File: src/spc_pkg.sv
// Shared constants for the self-programming flash controller and its CPU-side driver.
// Assumes a single 40 MHz clock shared by both ends.
package spc_pkg;
    // Control register bit positions.
    localparam int BIT_ENABLE = 0;
    localparam int BIT_ERASE = 1;
    localparam int BIT_WRITE = 2;
    localparam int BIT_LOCK_SET = 3;
    localparam int BIT_REENABLE = 4;
    localparam int BIT_SIG_READ = 5;
    localparam int BIT_RWW_BUSY = 6;
    localparam int BIT_IRQ_EN = 7;
    localparam logic [7:0] CTRL_RESET = 8'h00;
    // Command patterns in bits 5..0 of the control register.
    localparam logic [5:0] CMD_LOAD = 6'h01;
    localparam logic [5:0] CMD_ERASE = 6'h03;
    localparam logic [5:0] CMD_WRITE = 6'h05;
    localparam logic [5:0] CMD_LOCK = 6'h09;
    localparam logic [5:0] CMD_REENABLE = 6'h11;
    localparam logic [5:0] CMD_SIG = 6'h21;
    // Timed-sequence windows in cycles after the control write.
    localparam logic [2:0] STORE_WIN = 3'h4;
    localparam logic [2:0] LOAD_WIN = 3'h3;
    localparam logic [2:0] WIN_START = 3'h1;
    // Programming time, least value, and its cycle count.
    localparam int CLK_PERIOD_PS = 25000;
    localparam longint PROG_MIN_PS = 64'd3700000000;
    localparam int PROG_CYCLES = int'((PROG_MIN_PS + CLK_PERIOD_PS - 1) / CLK_PERIOD_PS);
    // Read-back pointer values.
    localparam logic [15:0] PTR_FUSE_LOW = 16'h0000;
    localparam logic [15:0] PTR_LOCK = 16'h0001;
    localparam logic [15:0] PTR_FUSE_EXT = 16'h0002;
    localparam logic [15:0] PTR_FUSE_HIGH = 16'h0003;
    localparam logic [15:0] PTR_SIG_0 = 16'h0000;
    localparam logic [15:0] PTR_CAL = 16'h0001;
    localparam logic [15:0] PTR_SIG_1 = 16'h0002;
    localparam logic [15:0] PTR_SIG_2 = 16'h0004;
    localparam logic [7:0] READ_RESERVED = 8'hFF;
    localparam logic [5:0] LOCK_UNPROGRAMMED = 6'h3F;
    // Register offsets of the CPU-side driver.
    localparam logic [7:0] OFF_CMD = 8'h00;
    localparam logic [7:0] OFF_POINTER = 8'h04;
    localparam logic [7:0] OFF_DATA = 8'h08;
    localparam logic [7:0] OFF_STATUS = 8'h0C;
    localparam logic [7:0] OFF_EEPROM = 8'h10;
    localparam int CMD_ISSUE_STORE = 8;
    localparam int CMD_ISSUE_LOAD = 9;

    typedef enum logic [1:0]
    {
        SPC_OP_IDLE = 2'b00,
        SPC_OP_BUSY = 2'b01
    } spc_op_type;

    typedef enum logic [1:0]
    {
        SPC_HOST_IDLE = 2'b00,
        SPC_HOST_CTRL = 2'b01,
        SPC_HOST_INSTR = 2'b10
    } spc_host_type;
endpackage : spc_pkg

File: src/spc_if.sv
// Connection between the CPU core end and the flash controller end.
// Assumes both ends run on the same clock; all strobes are one-cycle pulses.
`timescale 1ns/100ps
interface spc_if;
    logic ctrl_wr;
    logic [7:0] ctrl_wdata;
    logic [7:0] ctrl_rdata;
    logic store_req;
    logic load_req;
    logic [15:0] pointer;
    logic [15:0] data_word;
    logic load_valid;
    logic [7:0] load_result;
    logic cpu_stall;
    logic rww_blocked;
    logic irq;
    logic eeprom_write_busy;

    modport device
    (
        input ctrl_wr, ctrl_wdata, store_req, load_req, pointer, data_word, eeprom_write_busy,
        output ctrl_rdata, load_valid, load_result, cpu_stall, rww_blocked, irq
    );
    modport host
    (
        output ctrl_wr, ctrl_wdata, store_req, load_req, pointer, data_word, eeprom_write_busy,
        input ctrl_rdata, load_valid, load_result, cpu_stall, rww_blocked, irq
    );
endinterface : spc_if

File: src/spc_flash_ctrl.sv
// Self-programming flash controller: control register, timed sequences, page buffer,
// lock/fuse/signature read-back and programming timer.
// Assumes the flash array sits outside and reads the page buffer through buf_index.
`timescale 1ns/100ps
module spc_flash_ctrl
    import spc_pkg::*;
#(
    parameter int PROG_TIME = PROG_CYCLES,
    parameter int WORD_BITS = 5,
    parameter int PAGE_BITS = 7,
    parameter int NO_READ_WHILE_WRITE_SECTION_FIRST_PAGE = 96,
    parameter logic [7:0] FUSE_LOW = 8'hFF,
    parameter logic [7:0] FUSE_HIGH = 8'hFF,
    parameter logic [3:0] FUSE_EXT = 4'hF,
    parameter logic [7:0] SIG_BYTE_0 = 8'h5A, // Arbitrary identity value.
    parameter logic [7:0] SIG_BYTE_1 = 8'h3C, // Arbitrary identity value.
    parameter logic [7:0] SIG_BYTE_2 = 8'h01, // Arbitrary identity value.
    parameter logic [7:0] CAL_BYTE = 8'h80
)
(
    input wire logic ref_clk,
    input wire logic rstn,
    spc_if.device bus,
    output logic flash_start,
    output logic flash_erase,
    output logic flash_write,
    output logic [PAGE_BITS-1:0] flash_page,
    input wire logic [WORD_BITS-1:0] buf_index,
    output logic [15:0] buf_word,
    output logic [5:0] lock_state
);
    localparam int PAGE_WORDS = 1 << WORD_BITS;
    localparam int PAGE_LSB = WORD_BITS + 1;

    logic [15:0] page_buf [PAGE_WORDS];
    logic buf_loaded;
    logic armed;
    logic [5:0] armed_cmd;
    logic [2:0] win_count;
    logic irq_en;
    logic rww_busy;
    logic target_rww;
    logic [31:0] op_count;
    spc_op_type op_state;
    logic ctrl_take;
    logic store_take;
    logic load_take;
    logic start_op;
    logic reenable_now;
    logic [PAGE_BITS-1:0] page_sel;
    logic self_prog_enable_bit;

    function automatic logic [7:0] fuse_lock_read(input logic [15:0] ptr, input logic [5:0] locks);
        case (ptr)
            PTR_FUSE_LOW: fuse_lock_read = FUSE_LOW;
            PTR_LOCK: fuse_lock_read = {2'b11, locks};
            PTR_FUSE_EXT: fuse_lock_read = {4'hF, FUSE_EXT};
            PTR_FUSE_HIGH: fuse_lock_read = FUSE_HIGH;
            default: fuse_lock_read = READ_RESERVED;
        endcase
    endfunction : fuse_lock_read

    function automatic logic [7:0] sig_read(input logic [15:0] ptr);
        case (ptr)
            PTR_SIG_0: sig_read = SIG_BYTE_0;
            PTR_CAL: sig_read = CAL_BYTE;
            PTR_SIG_1: sig_read = SIG_BYTE_1;
            PTR_SIG_2: sig_read = SIG_BYTE_2;
            default: sig_read = READ_RESERVED;
        endcase
    endfunction : sig_read

    assign page_sel = bus.pointer[PAGE_LSB +: PAGE_BITS];
    // Control writes are refused while an EEPROM write or a programming run is under way.
    assign ctrl_take = bus.ctrl_wr && !bus.eeprom_write_busy && op_state == SPC_OP_IDLE;
    assign reenable_now = ctrl_take && bus.ctrl_wdata[5:0] == CMD_REENABLE;
    assign store_take = bus.store_req && armed && win_count <= STORE_WIN
        && !bus.eeprom_write_busy;
    assign load_take = bus.load_req && armed && win_count <= LOAD_WIN
        && (armed_cmd == CMD_LOCK || armed_cmd == CMD_SIG) && !bus.eeprom_write_busy;
    assign start_op = store_take
        && (armed_cmd == CMD_ERASE || armed_cmd == CMD_WRITE || armed_cmd == CMD_LOCK);

    // Arming and window counting of the timed sequence.
    always_ff @(posedge ref_clk or negedge rstn)
    begin
        if (!rstn)
        begin
            armed <= 1'b0;
            armed_cmd <= CTRL_RESET[5:0];
            win_count <= 3'h0;
            irq_en <= 1'b0;
        end
        else if (ctrl_take)
        begin
            armed <= bus.ctrl_wdata[BIT_ENABLE] && !reenable_now;
            armed_cmd <= bus.ctrl_wdata[5:0];
            win_count <= WIN_START;
            irq_en <= bus.ctrl_wdata[BIT_IRQ_EN];
        end
        else if (armed)
        begin
            if (store_take || load_take)
            begin
                armed <= 1'b0;
            end
            else if (armed_cmd == CMD_SIG && win_count >= LOAD_WIN)
            begin
                armed <= 1'b0;
            end
            else if (win_count >= STORE_WIN)
            begin
                armed <= 1'b0;
            end
            win_count <= win_count + WIN_START;
        end
    end

    // Programming timer and section bookkeeping.
    always_ff @(posedge ref_clk or negedge rstn)
    begin
        if (!rstn)
        begin
            op_state <= SPC_OP_IDLE;
            op_count <= 32'h0000_0000;
            target_rww <= 1'b0;
            flash_erase <= 1'b0;
            flash_write <= 1'b0;
            flash_page <= '0;
            flash_start <= 1'b0;
        end
        else
        begin
            flash_start <= start_op && armed_cmd != CMD_LOCK;
            case (op_state)
                SPC_OP_IDLE:
                begin
                    if (start_op)
                    begin
                        op_state <= SPC_OP_BUSY;
                        op_count <= 32'(PROG_TIME - 1);
                        flash_erase <= armed_cmd == CMD_ERASE;
                        flash_write <= armed_cmd == CMD_WRITE;
                        flash_page <= page_sel;
                        target_rww <= armed_cmd != CMD_LOCK
                            && 32'(page_sel) < 32'(NO_READ_WHILE_WRITE_SECTION_FIRST_PAGE);
                    end
                end
                SPC_OP_BUSY:
                begin
                    if (op_count == 32'h0000_0000)
                    begin
                        op_state <= SPC_OP_IDLE;
                        flash_erase <= 1'b0;
                        flash_write <= 1'b0;
                    end
                    else
                    begin
                        op_count <= op_count - 32'h0000_0001;
                    end
                end
                default:
                begin
                    op_state <= SPC_OP_IDLE;
                end
            endcase
        end
    end

    // The busy flag stays set until software writes the reenable pattern.
    always_ff @(posedge ref_clk or negedge rstn)
    begin
        if (!rstn)
        begin
            rww_busy <= 1'b0;
        end
        else if (start_op && (armed_cmd == CMD_ERASE || armed_cmd == CMD_WRITE)
            && 32'(page_sel) < 32'(NO_READ_WHILE_WRITE_SECTION_FIRST_PAGE))
        begin
            rww_busy <= 1'b1;
        end
        else if (reenable_now)
        begin
            rww_busy <= 1'b0;
        end
    end

    // Temporary page buffer.
    always_ff @(posedge ref_clk or negedge rstn)
    begin
        if (!rstn)
        begin
            for (int i = 0; i < PAGE_WORDS; i++)
            begin
                page_buf[i] <= 16'h0000;
            end
            buf_loaded <= 1'b0;
        end
        else if ((op_state == SPC_OP_BUSY && flash_write && op_count == 32'h0000_0000)
            || reenable_now || (buf_loaded && bus.eeprom_write_busy))
        begin
            for (int i = 0; i < PAGE_WORDS; i++)
            begin
                page_buf[i] <= 16'h0000;
            end
            buf_loaded <= 1'b0;
        end
        else if (store_take && armed_cmd == CMD_LOAD)
        begin
            page_buf[bus.pointer[1 +: WORD_BITS]] <= bus.data_word;
            buf_loaded <= 1'b1;
        end
    end

    // Buffer word for the array, lock bits (a zero programs, reads zero) and load answers.
    always_ff @(posedge ref_clk or negedge rstn)
    begin
        if (!rstn)
        begin
            buf_word <= 16'h0000;
            lock_state <= LOCK_UNPROGRAMMED;
            bus.load_valid <= 1'b0;
            bus.load_result <= 8'h00;
        end
        else
        begin
            buf_word <= page_buf[buf_index];
            if (start_op && armed_cmd == CMD_LOCK)
            begin
                lock_state <= lock_state & bus.data_word[5:0];
            end
            bus.load_valid <= load_take;
            if (load_take)
            begin
                bus.load_result <= armed_cmd == CMD_LOCK
                    ? fuse_lock_read(bus.pointer, lock_state)
                    : sig_read(bus.pointer);
            end
        end
    end

    assign self_prog_enable_bit = armed || op_state == SPC_OP_BUSY;
    assign bus.ctrl_rdata = {irq_en, rww_busy, armed_cmd[5:1] & {5{self_prog_enable_bit}},
        self_prog_enable_bit};
    assign bus.irq = irq_en && !self_prog_enable_bit;
    assign bus.cpu_stall = op_state == SPC_OP_BUSY && (flash_erase || flash_write)
        && !target_rww;
    assign bus.rww_blocked = rww_busy || (op_state == SPC_OP_BUSY && target_rww);
endmodule : spc_flash_ctrl

File: src/flat_wrapper.sv
// flat-port wrapper written by rule: the top's interface ports become plain ports
module spc_flash_ctrl_flat import spc_pkg::*;
#(
    parameter int PROG_TIME = PROG_CYCLES,
    parameter int WORD_BITS = 5,
    parameter int PAGE_BITS = 7,
    parameter int NO_READ_WHILE_WRITE_SECTION_FIRST_PAGE = 96,
    parameter logic [7:0] FUSE_LOW = 8'hFF,
    parameter logic [7:0] FUSE_HIGH = 8'hFF,
    parameter logic [3:0] FUSE_EXT = 4'hF,
    parameter logic [7:0] SIG_BYTE_0 = 8'h5A,                             
    parameter logic [7:0] SIG_BYTE_1 = 8'h3C,                             
    parameter logic [7:0] SIG_BYTE_2 = 8'h01,                             
    parameter logic [7:0] CAL_BYTE = 8'h80
)
  (ref_clk, rstn, flash_start, flash_erase, flash_write, flash_page, buf_index, buf_word, lock_state, bus_ctrl_wr, bus_ctrl_wdata, bus_store_req, bus_load_req, bus_pointer, bus_data_word, bus_eeprom_write_busy, bus_ctrl_rdata, bus_load_valid, bus_load_result, bus_cpu_stall, bus_rww_blocked, bus_irq);
  spc_if bus_i ();
  input wire logic ref_clk;
  input wire logic rstn;
  output logic flash_start;
  output logic flash_erase;
  output logic flash_write;
  output logic [PAGE_BITS-1:0] flash_page;
  input wire logic [WORD_BITS-1:0] buf_index;
  output logic [15:0] buf_word;
  output logic [5:0] lock_state;
  input wire logic [$bits(bus_i.ctrl_wr)-1:0] bus_ctrl_wr;
  input wire logic [$bits(bus_i.ctrl_wdata)-1:0] bus_ctrl_wdata;
  input wire logic [$bits(bus_i.store_req)-1:0] bus_store_req;
  input wire logic [$bits(bus_i.load_req)-1:0] bus_load_req;
  input wire logic [$bits(bus_i.pointer)-1:0] bus_pointer;
  input wire logic [$bits(bus_i.data_word)-1:0] bus_data_word;
  input wire logic [$bits(bus_i.eeprom_write_busy)-1:0] bus_eeprom_write_busy;
  output wire logic [$bits(bus_i.ctrl_rdata)-1:0] bus_ctrl_rdata;
  output wire logic [$bits(bus_i.load_valid)-1:0] bus_load_valid;
  output wire logic [$bits(bus_i.load_result)-1:0] bus_load_result;
  output wire logic [$bits(bus_i.cpu_stall)-1:0] bus_cpu_stall;
  output wire logic [$bits(bus_i.rww_blocked)-1:0] bus_rww_blocked;
  output wire logic [$bits(bus_i.irq)-1:0] bus_irq;
  assign bus_i.ctrl_wr = bus_ctrl_wr;
  assign bus_i.ctrl_wdata = bus_ctrl_wdata;
  assign bus_i.store_req = bus_store_req;
  assign bus_i.load_req = bus_load_req;
  assign bus_i.pointer = bus_pointer;
  assign bus_i.data_word = bus_data_word;
  assign bus_i.eeprom_write_busy = bus_eeprom_write_busy;
  assign bus_ctrl_rdata = bus_i.ctrl_rdata;
  assign bus_load_valid = bus_i.load_valid;
  assign bus_load_result = bus_i.load_result;
  assign bus_cpu_stall = bus_i.cpu_stall;
  assign bus_rww_blocked = bus_i.rww_blocked;
  assign bus_irq = bus_i.irq;
  spc_flash_ctrl #(.PROG_TIME(PROG_TIME), .WORD_BITS(WORD_BITS), .PAGE_BITS(PAGE_BITS), .NO_READ_WHILE_WRITE_SECTION_FIRST_PAGE(NO_READ_WHILE_WRITE_SECTION_FIRST_PAGE), .FUSE_LOW(FUSE_LOW), .FUSE_HIGH(FUSE_HIGH), .FUSE_EXT(FUSE_EXT), .SIG_BYTE_0(SIG_BYTE_0), .SIG_BYTE_1(SIG_BYTE_1), .SIG_BYTE_2(SIG_BYTE_2), .CAL_BYTE(CAL_BYTE)) u_core (.ref_clk(ref_clk), .rstn(rstn), .bus(bus_i), .flash_start(flash_start), .flash_erase(flash_erase), .flash_write(flash_write), .flash_page(flash_page), .buf_index(buf_index), .buf_word(buf_word), .lock_state(lock_state));
endmodule
File: config.mk
export PLATFORM = sky130hd
export DESIGN_NAME = spc_flash_ctrl_flat
export DESIGN_NICKNAME = d
export VERILOG_FILES = /design/src/spc_pkg.sv /design/src/spc_if.sv /design/src/spc_flash_ctrl.sv /design/src/flat_wrapper.sv
export SDC_FILE = /design/constraint.sdc
export NUM_CORES = 1
export LEC_CHECK = 0
export ABC_AREA = 1
export BUFFER_PORTS_ARGS = -buffer_cell sky130_fd_sc_hd__buf_2
export CAP_MARGIN = 0
export CORE_MARGIN = 4
export CORE_UTILIZATION = 50
export CTS_CLUSTER_SIZE = 10
export DETAILED_ROUTE_END_ITERATION = 6
export HOLD_SLACK_MARGIN = 0.1
export PLACE_DENSITY = 0.66
export SLEW_MARGIN = 20
export SYNTH_ARGS = -nofsm -noshare
export SYNTH_HDL_FRONTEND = slang
export SYNTH_SLANG_ARGS = --single-unit
File: constraint.sdc
create_clock -name ref_clk -period 2.7 [get_ports ref_clk]
set_input_delay 0.81 -clock ref_clk [delete_from_list [all_inputs] [get_ports ref_clk]]
set_output_delay 0.81 -clock ref_clk [all_outputs]
set_load 0.02 [all_outputs]
### After elaboration in Yosys (flattened, before gate mapping)

Cells that the tools add are included.

* bits in registers: 601
* output and inout bits: 52

* add/subtract/negate cells: 2
* magnitude comparators: 8
* eq/ne operators: 14
* muxes and demuxes: 33
* bitwise gates (word level): 4
* reductions and logical operators: 51

Operators with widths (number)
* 512-bit two-way mux: 2
* 512-bit bitwise mux: 1
* 16-bit binary-select mux with 5-bit select: 1
* 16-bit demux with 5-bit select: 1
* 32-bit two-way mux: 2
* 32-bit case mux with 2 select lines: 1
* 16-bit two-way mux: 3
* 32-bit zero test: 1
* 8-bit case mux with 4 select lines: 1
* 32-bit by 1-bit subtractor with 32-bit output (second input constant): 1
* 1-bit logical AND: 27
* 16-bit by 1-bit equality test with 1-bit output (second input constant): 1
* 16-bit by 2-bit equality test with 1-bit output (second input constant): 1
* 16-bit by 3-bit equality test with 1-bit output (second input constant): 1
* 16-bit zero test: 1
* 6-bit greater-or-equal comparator (second input constant): 2
* 1-bit two-way mux: 12
* 5-bit inverter with 6-bit output: 2
* 1-bit logical OR: 9
* 8-bit two-way mux: 1
* 2-bit nonzero test: 4
* 7-bit less-than comparator (second input constant): 1
* 6-bit bitwise AND: 1
* 6-bit by 1-bit equality test with 1-bit output (second input constant): 1
* other kinds (25): 34

### Logic depth before layout (Yosys ltp)

Gate-level depths: netlist (run 1).

* depth in word-level cells: 8
* gate-level depth with buffers: 12

### Worst setup path after synthesis (run 1)

No wires, ideal clock.

* path kind: input port to flip-flop
* start point: in buf_index[0]
* end point: reg u_core.buf_word[11]
* library setup time: 0.077 ns
* arrival time: 2.025 ns
* slack: 0.597 ns
* stages: 12
* path buffers: 3
* path through: buf_2 > inv_1 > clkbuf_1 > clkbuf_1 > nand2_1 > nand3_1 > nand3_1 > nand2_1 > nand2_1 > nand2_1 > nor2_1 > a21oi_1

* word-level cells in the longest chain between the ends: 4

Ends and longest elaborated chain
* from (decl): RTL line flat_wrapper.sv:24 `input wire logic [WORD_BITS-1:0] buf_index;`
* 5-bit inverter with 6-bit output (not written as such): RTL line spc_flash_ctrl.sv:227 `buf_word <= page_buf[buf_index];`
* 16-bit binary-select mux with 5-bit select: RTL line spc_flash_ctrl.sv:227
* 16-bit two-way mux (not written as such) (2 in series): RTL line spc_flash_ctrl.sv:227
* to (signal assigned): RTL line spc_flash_ctrl.sv:227
* to (decl): RTL line spc_flash_ctrl.sv:29 `output logic [15:0] buf_word,`

No other way between the ends. The select of a mux whose other input is x is not followed.
A chain may end at the register's enable or synchronous reset.

### Worst setup path after layout (run 1)

* start point: reg u_core.op_state[0]
* end point: out bus_irq

* word-level cells in the longest chain between the ends: 4

Ends and longest elaborated chain
* from (decl): RTL line spc_flash_ctrl.sv:44 `spc_op_type op_state;`
* from (signal assigned): RTL line spc_flash_ctrl.sv:124 `op_state <= SPC_OP_IDLE;`
* from (signal assigned): RTL line spc_flash_ctrl.sv:140 `op_state <= SPC_OP_BUSY;`
* from (signal assigned): RTL line spc_flash_ctrl.sv:153 `op_state <= SPC_OP_IDLE;`
* 2-bit by 1-bit equality test with 1-bit output: RTL line spc_flash_ctrl.sv:242 `assign self_prog_enable_bit = armed || op_state == SPC_OP_BUSY;`
* 1-bit logical OR: RTL line spc_flash_ctrl.sv:242
* 1-bit zero test: RTL line spc_flash_ctrl.sv:245 `assign bus.irq = irq_en && !self_prog_enable_bit;`
* 1-bit logical AND: RTL line spc_flash_ctrl.sv:245
* to (decl): RTL line flat_wrapper.sv:39 `output wire logic [$bits(bus_i.irq)-1:0] bus_irq;`

No other way between the ends.

==> results of run 1 <==
==> logic make-up (layout without fill, tap and decap cells) <==
| group | after synthesis | count (layout) | share of synthesized area [%] |
|---|---|---|---|
| AOI/OAI and AO/OA | 682 | 682 | 10.6 |
| DFF | 600 | 600 | 45.7 |
| adders and majority gates | 4 | 4 | 0.152 |
| xor gates and xnor gates | 9 | 9 | 0.240 |
| and+or+nand+nor | 2404 | 2404 | 30.7 |
| other | 0 | 1 | 0 |
| buffers and inverters | 930 | 943 | 12.6 |
==> registers in the layout, indices dropped and copies added, names as in the netlist, 3 cells and up <==
register	count
u_core.armed_cmd	6
u_core.win_count	3
u_core.flash_page	7
u_core.bus.load_result	8
u_core.page_buf	512
u_core.lock_state	6
u_core.buf_word	16
u_core.op_count	32
==> layout by cell type, fill, tap and decap left out, types with 12 or more instances in the layout <==
cell type,netlist,layout
nand2_1,1296,1296
inv_1,600,597
dfrtp_1,594,594
nor2_1,564,563
o21ai_1,464,464
nand3_1,361,361
nor2_2,113,113
a21oi_1,109,109
buf_2,105,98
buf_4,22,89
o21ai_0,82,82
clkbuf_16,0,77
buf_12,13,50
nand2_4,29,29
o31ai_1,16,16
clkbuf_1,131,15
nand4_1,14,14
nor3_1,12,12
==> repair_timing <==
item,4_1_cts,5_1_grt
buffers inserted,0,0
pin swaps,0,0
resized for setup,1,1
setup endpoints to repair,1,1
==> critical path, cell delays in order (launching register included) <==
cell     delay, ns
dfrtp_1       0.40
buf_4         0.21
nor2_4        0.18
inv_1         0.08
nor2_1        0.09
buf_2         0.17
==> routing by layer <==
| layer | vias up | track usage (%) |
|---|---|---|
| met5 | - | 0 |
| met4 | 0 | 9.79 |
| met3 | 175 | 4.65 |
| met2 | 813 | 41.2 |
| met1 | 13200 | 36.6 |
| li1 | 14200 | - |
==> through the flow <==
stage | worst slack [ns] | cells | power, mW
global placement | 0.0879 | 5397 | 10.5
CTS | 0.0390 | 5497 | 19.5
finish | 0.160 | 5498 | 19.3
detailed placement | 0.0259 | 5397 | 10.5
floorplan | 0.597 | 4629 | 9.73
global route | 0.0567 | 5497 | 19.9
==> final cells by class <==
| cell class | instances | area [µm²] |
|---|---|---|
| Antenna cell | 1 | 2.50 |
| Inverter | 604 | 2280 |
| Sequential cell | 600 | 15000 |
| Multi-Input combinational cell | 3099 | 13700 |
| Timing Repair Buffer | 239 | 2190 |
| Clock buffer | 96 | 2040 |
| Clock inverter | 4 | 55.1 |
| Tap cell | 855 | 1070 |
| Fill cell | 6173 | 28400 |
==> power by group <==
| part | leakage (nW) | internal [mW] | switching, mW |
|---|---|---|---|
| Clock | 1.02 | 5.30 | 3.72 |
| Combinational | 7.48 | 0.318 | 0.972 |
| Sequential | 8.24 | 9.02 | 0.00613 |
| Total | 16.7 | 14.6 | 4.69 |
==> worst max-delay path by stage <==
| stage | end | depth (start not counted) | slack, ns | from |
|---|---|---|---|---|
| global placement | u_core.page_buf[122] | 11 | 0.09 | bus_eeprom_write_busy |
| finish | bus_irq | 5 | 0.16 | u_core.op_state[0] |
| detailed placement | u_core.page_buf[126] | 11 | 0.03 | bus_eeprom_write_busy |
| CTS | bus_irq | 5 | 0.04 | u_core.op_state[0] |
| global route | bus_irq | 5 | 0.06 | u_core.op_state[0] |
| floorplan | u_core.buf_word[11] | 12 | 0.60 | buf_index[0] |
==> run summary, run 1 <==
Status: complete, no violations
PwrDens: 531 nW/µm²
Mapped Area: 32900 µm²
Post-synth top area cell: dfrtp_1
Ys flop type: dfrtp_1
Top sig layer: met4
Initial DRC count: 3016
RR Endpoint: u_core.page_buf[126]
Max FO, Critical Path: 9
Met1 Wirelength: 41.1 mm
Post-Route Skew: 0.0257 ns
Crit Path Class: flop to output pin
Routed Antenna Nets: 0
Fmax: 394 MHz
Area after DPL: 34300 µm²
Worst hold path class: input pin to async pin
Full die area: 69900 µm²
Type of origin of the critical path: flop
Drt drc: 0
Slew @ Worst Pin: 0.770 ns
Max Cap Viol: 0
Clock Latency Late Sink: 0.61 ns
Post-synthesis sequential area ratio: 45.7%
First-pass iteration count of the detailed router: 6
Top-area cell type share of the netlist area: 45.2%
Routed wl met2: 41.3 mm
Global Route Usage Sum: 26.2%
Leakage power total: 16.7 nW
Post-synth EDFFs: 0
Gpl congestion: 0.853
# nets final: 4671
Layout cells sized above 1: 10.6%
Fin area: 36400 µm²
CTS sink cnt: 600
Clk Tree Root Cell: clkbuf_16
Synth-to-layout area growth: 10.7%
Row Count: 93
WL final: 92.4 mm
Starting Density: 50.7%
FFs w/ async S/R, synth: 100%
Fin crit share: 94.1%
GR Overflow Total: 0
Largest net degree at the start of global routing: 80
Slew Limit Headroom: 48.5%
Yosys reg bits: 600
Syn. warnings: 0
Post-DP HPWL: 54.7 mm
Fin util: 56.1%
Final TNS setup: 0 ns
Syn Inst Count: 4629
RR Startpoint: u_core.armed_cmd[4]
Die Width: 264 µm
Synthesized area per cell: 7.10 µm²
Total number of vias: 28400
Count leader, synth: nand2_1
CTS tree: yes
Maximum clock path buffer count: 3
RSZ-0062 raised after global routing: false
Synth top area cells: dfrtp_1 (45%), nand2_1 (15%), o21ai_1 (7.1%)
CTS clock-pin slew for the worst setup and hold paths: 0.05 ns
CTS buffer count: 72
Met3 routed WL: 6.45 mm
Worst R2R Path Depth: 8
Initial antenna violation count: 2
Crit. End Element: output pin
First-pass GRT wire length: 148 mm
Cts hold-fix bufs: 0
Syn_nets: 4684
Fin crit period: 2.54 ns
Core Footprint: 64800 µm²
Max-slew violation count: 0
DR WL/cell: 16.8 µm
Hold Slack: 0.165 ns
Endpoints failing setup: 0
Commonest cells in the netlist: nand2_1 (1296), inv_1 (600), dfrtp_1 (594), nor2_1 (564), o21ai_1 (464)
Port bufs: 101
Required @ worst endpoint: 1.89 ns
Worst reg2reg setup slack: 0.42 ns
Final Hold Viols: 0
Vias/cell: 5.16
Via count of the first global-routing pass: 26800
Max VDD drop: 774 µV
Num ports: 103
Yosys cell types: 41
WP data arrival: 1.73 ns
H-Tree Depth: 3
Die Span Y: 264 µm
(Power assumes the default switching activity.)
==> run 2: changes to the inputs <==
- PLACE_DENSITY: 0.66 -> not set
- PLACE_DENSITY_LB_ADDON: not set -> 0.2
==> run 2 against run 1 <==
Effect of this change: power rose by 0.84%; register-to-register slack improved by 0.02 ns; clock skew barely moved; sequential share of layout area fell by 0.27 points; sequential power barely moved; first-iteration DRC count fell by 9.1%; combinational power rose by 4%; setup slack improved by 0.039 ns; largest cell class unchanged; largest power group is now the clock network; routed wire length rose by 1.0%; clock power rose by 1%; design area rose by 0.65%.
==> run summary, run 2 (synthesis gave the netlist of run 1 again) <==
Fin crit period: 2.50 ns (was 2.54 ns)
Row Count: 93 (unchanged)
Port bufs: 101 (unchanged)
CTS tree: yes (unchanged)
Starting Density: 50.7% (unchanged)
Vias/cell: 5.14 (was 5.16)
Total number of vias: 28400 (about the same)
Biggest registers after layout: u_core.page_buf x512, u_core.op_count x32, u_core.buf_word x16 (unchanged)
Routed Antenna Nets: 0 (unchanged)
CTS sink cnt: 600 (unchanged)
Layout cells sized above 1: 11.0% (was 10.6%)
H-Tree Depth: 3 (unchanged)
Hold Startpoint: bus_ctrl_wdata[7]
Clock Latency Late Sink: 0.61 ns (about the same)
Worst hold path endpoint: u_core.irq_en
Worst hold path class: input pin to flop (was input pin to async pin)
Pint: 14.7 mW (was 14.6 mW)
WHS Path Cells: 3
CTS buffer count: 73 (was 72)
WP data arrival: 1.69 ns (was 1.73 ns)
Full die area: 69900 µm² (unchanged)
Switching pwr: 4.75 mW (was 4.69 mW)
Max FO, Critical Path: 9 (unchanged)
Total chip power: 19.5 mW (was 19.3 mW)
First-pass GRT wire length: 150 mm (was 148 mm)
Slew Limit Headroom: 53.2% (was 48.5%)
Post-Route Skew: 0.0260 ns (was 0.0257 ns)
Global Route Usage Sum: 26.5% (was 26.2%)
Post-CTS setup buffers: 0 (unchanged)
Required @ worst endpoint: 1.89 ns (about the same)
Gpl congestion: 0.864 (was 0.853)
Die Span Y: 264 µm (unchanged)
Via count of the first global-routing pass: 27000 (was 26800)
Most frequent cells in the layout: nand2_1 (1296), inv_1 (597), dfrtp_1 (594) (unchanged)
Drt drc: 0 (unchanged)
Core Footprint: 64800 µm² (unchanged)
Num ports: 103 (unchanged)
Final Hold Viols: 0 (unchanged)
Post-DP HPWL: 57.1 mm (was 54.7 mm)
Largest net degree at the start of global routing: 104 (was 80)
GR Overflow Total: 0 (unchanged)
Seq pwr share: 46.3% (was 46.7%)
RSZ-0062 raised after global routing: false (unchanged)
Initial antenna violation count: 2 (unchanged)
Hold Slack: 0.421 ns (was 0.165 ns)
Worst R2R Path Depth: 11 (was 8)
RR Endpoint: u_core.page_buf[399] (was u_core.page_buf[126])
Reg with most FFs: u_core.page_buf (unchanged)
Final TNS setup: 0 ns (unchanged)
Fmax: 400 MHz (was 394 MHz)
DR WL/cell: 16.9 µm (was 16.8 µm)
Max VDD drop: 406 µV (was 774 µV)
Most common cell after layout, fill and taps aside: nand2_1 (unchanged)
Synth-to-layout area growth: 11.4% (was 10.7%)
Leakage power total: 16.9 nW (was 16.7 nW)
Status: complete, no violations (unchanged)
# nets final: 4693 (was 4671)
Worst reg2reg setup slack: 0.44 ns (was 0.42 ns)
Fillcell total: 6092 (was 6173)
Clock power share: 46.8% (was 46.6%)
Endpoints failing setup: 0 (unchanged)
Comb pwr share: 6.9% (was 6.7%)
Net Sw Frac: 24.4% (was 24.3%)
Slew @ Worst Pin: 0.696 ns (was 0.770 ns)
Maximum clock path buffer count: 3 (unchanged)
Max-slew violation count: 0 (unchanged)
Crit. End Element: output pin (unchanged)
Crit Path Class: flop to output pin (unchanged)
WL final: 93.4 mm (was 92.4 mm)
RR Startpoint: u_core.op_count[0] (was u_core.armed_cmd[4])
Die Width: 264 µm (unchanged)
Max FFs per register: 512 (unchanged)
Max Cap Viol: 0 (unchanged)
Clk Tree Root Cell: clkbuf_16 (unchanged)
First-pass iteration count of the detailed router: 5 (was 6)
PwrDens: 532 nW/µm² (was 531 nW/µm²)
CTS clock-pin slew for the worst setup and hold paths: 0.06 ns (was 0.05 ns)
Type of origin of the critical path: flop (unchanged)
Fin crit share: 92.7% (was 94.1%)
Initial DRC count: 2742 (was 3016)
[run 2: worst max-delay path by stage]
stage                           from                    to  cells past startpoint
2_1_floorplan           buf_index[0]   u_core.buf_word[11]                     12
3_3_place_gp   bus_eeprom_write_busy  u_core.page_buf[423]                     11
3_5_place_dp   bus_eeprom_write_busy  u_core.page_buf[419]                     11
4_1_cts           u_core.op_state[0]               bus_irq                      5
5_1_grt           u_core.op_state[0]               bus_irq                      5
6_report          u_core.op_state[0]               bus_irq                      5
[run 2: power groups by stage]
stage | clock network [mW] | registers, mW | logic, mW
after CTS | 9.33 | 9.03 | 1.34
after detailed placement | 0 | 9.19 | 1.33
final | 9.13 | 9.03 | 1.34
after global routing | 9.71 | 9.02 | 1.44
after global placement | 0 | 9.19 | 1.33
after floorplan | 0 | 9.22 | 0.509
[run 2: area by class of cell]
class	instances	area [µm²]	area share (%)
Tap cell	855	1070	2.92
Clock inverter	5	65.1	0.178
Inverter	604	2280	6.22
Timing Repair Buffer	260	2370	6.48
Clock buffer	104	2080	5.67
Sequential cell	600	15000	41.0
Antenna cell	2	5.00	0.0137
Multi-Input combinational cell	3099	13700	37.5
[run 2: critical path: stages, from the launching register on]
cell,delay [ns]
dfrtp_1,0.40
buf_4,0.20
nor2_4,0.17
inv_1,0.07
nor2_1,0.08
buf_2,0.16
[run 2: per-layer routing]
metal  wire [µm]  vias up  track usage, %  part of all wire, %
met4        3280        0            10.0                  3.5
met3        5480      149            3.94                  5.9
met2       42000      764            42.1                   45
li1            -    14300               -                    -
met5           0        -               0                    0
met1       42600    13200            37.2                   46
[run 2: metrics by stage]
stage / cell area (µm²) / utilization, % / std cells / setup WS [ns]
floorplan: 32900 / - / 4629 / 0.597
global route: 36600 / 56.5 / 5527 / 0.0759
global placement: 34500 / 53.2 / 5417 / 0.174
detailed placement: 34500 / 53.2 / 5417 / 0.155
CTS: 36600 / 56.5 / 5527 / 0.0823
finish: 36600 / 56.5 / 5529 / 0.198
[run 2: what timing repair did]
item / 4_1_cts / 5_1_grt
hold endpoints to repair: 24 / 0
hold buffers: 1 / 0
endpoints found under the setup margin: 1 / 1
gates resized for setup: 1 / 1
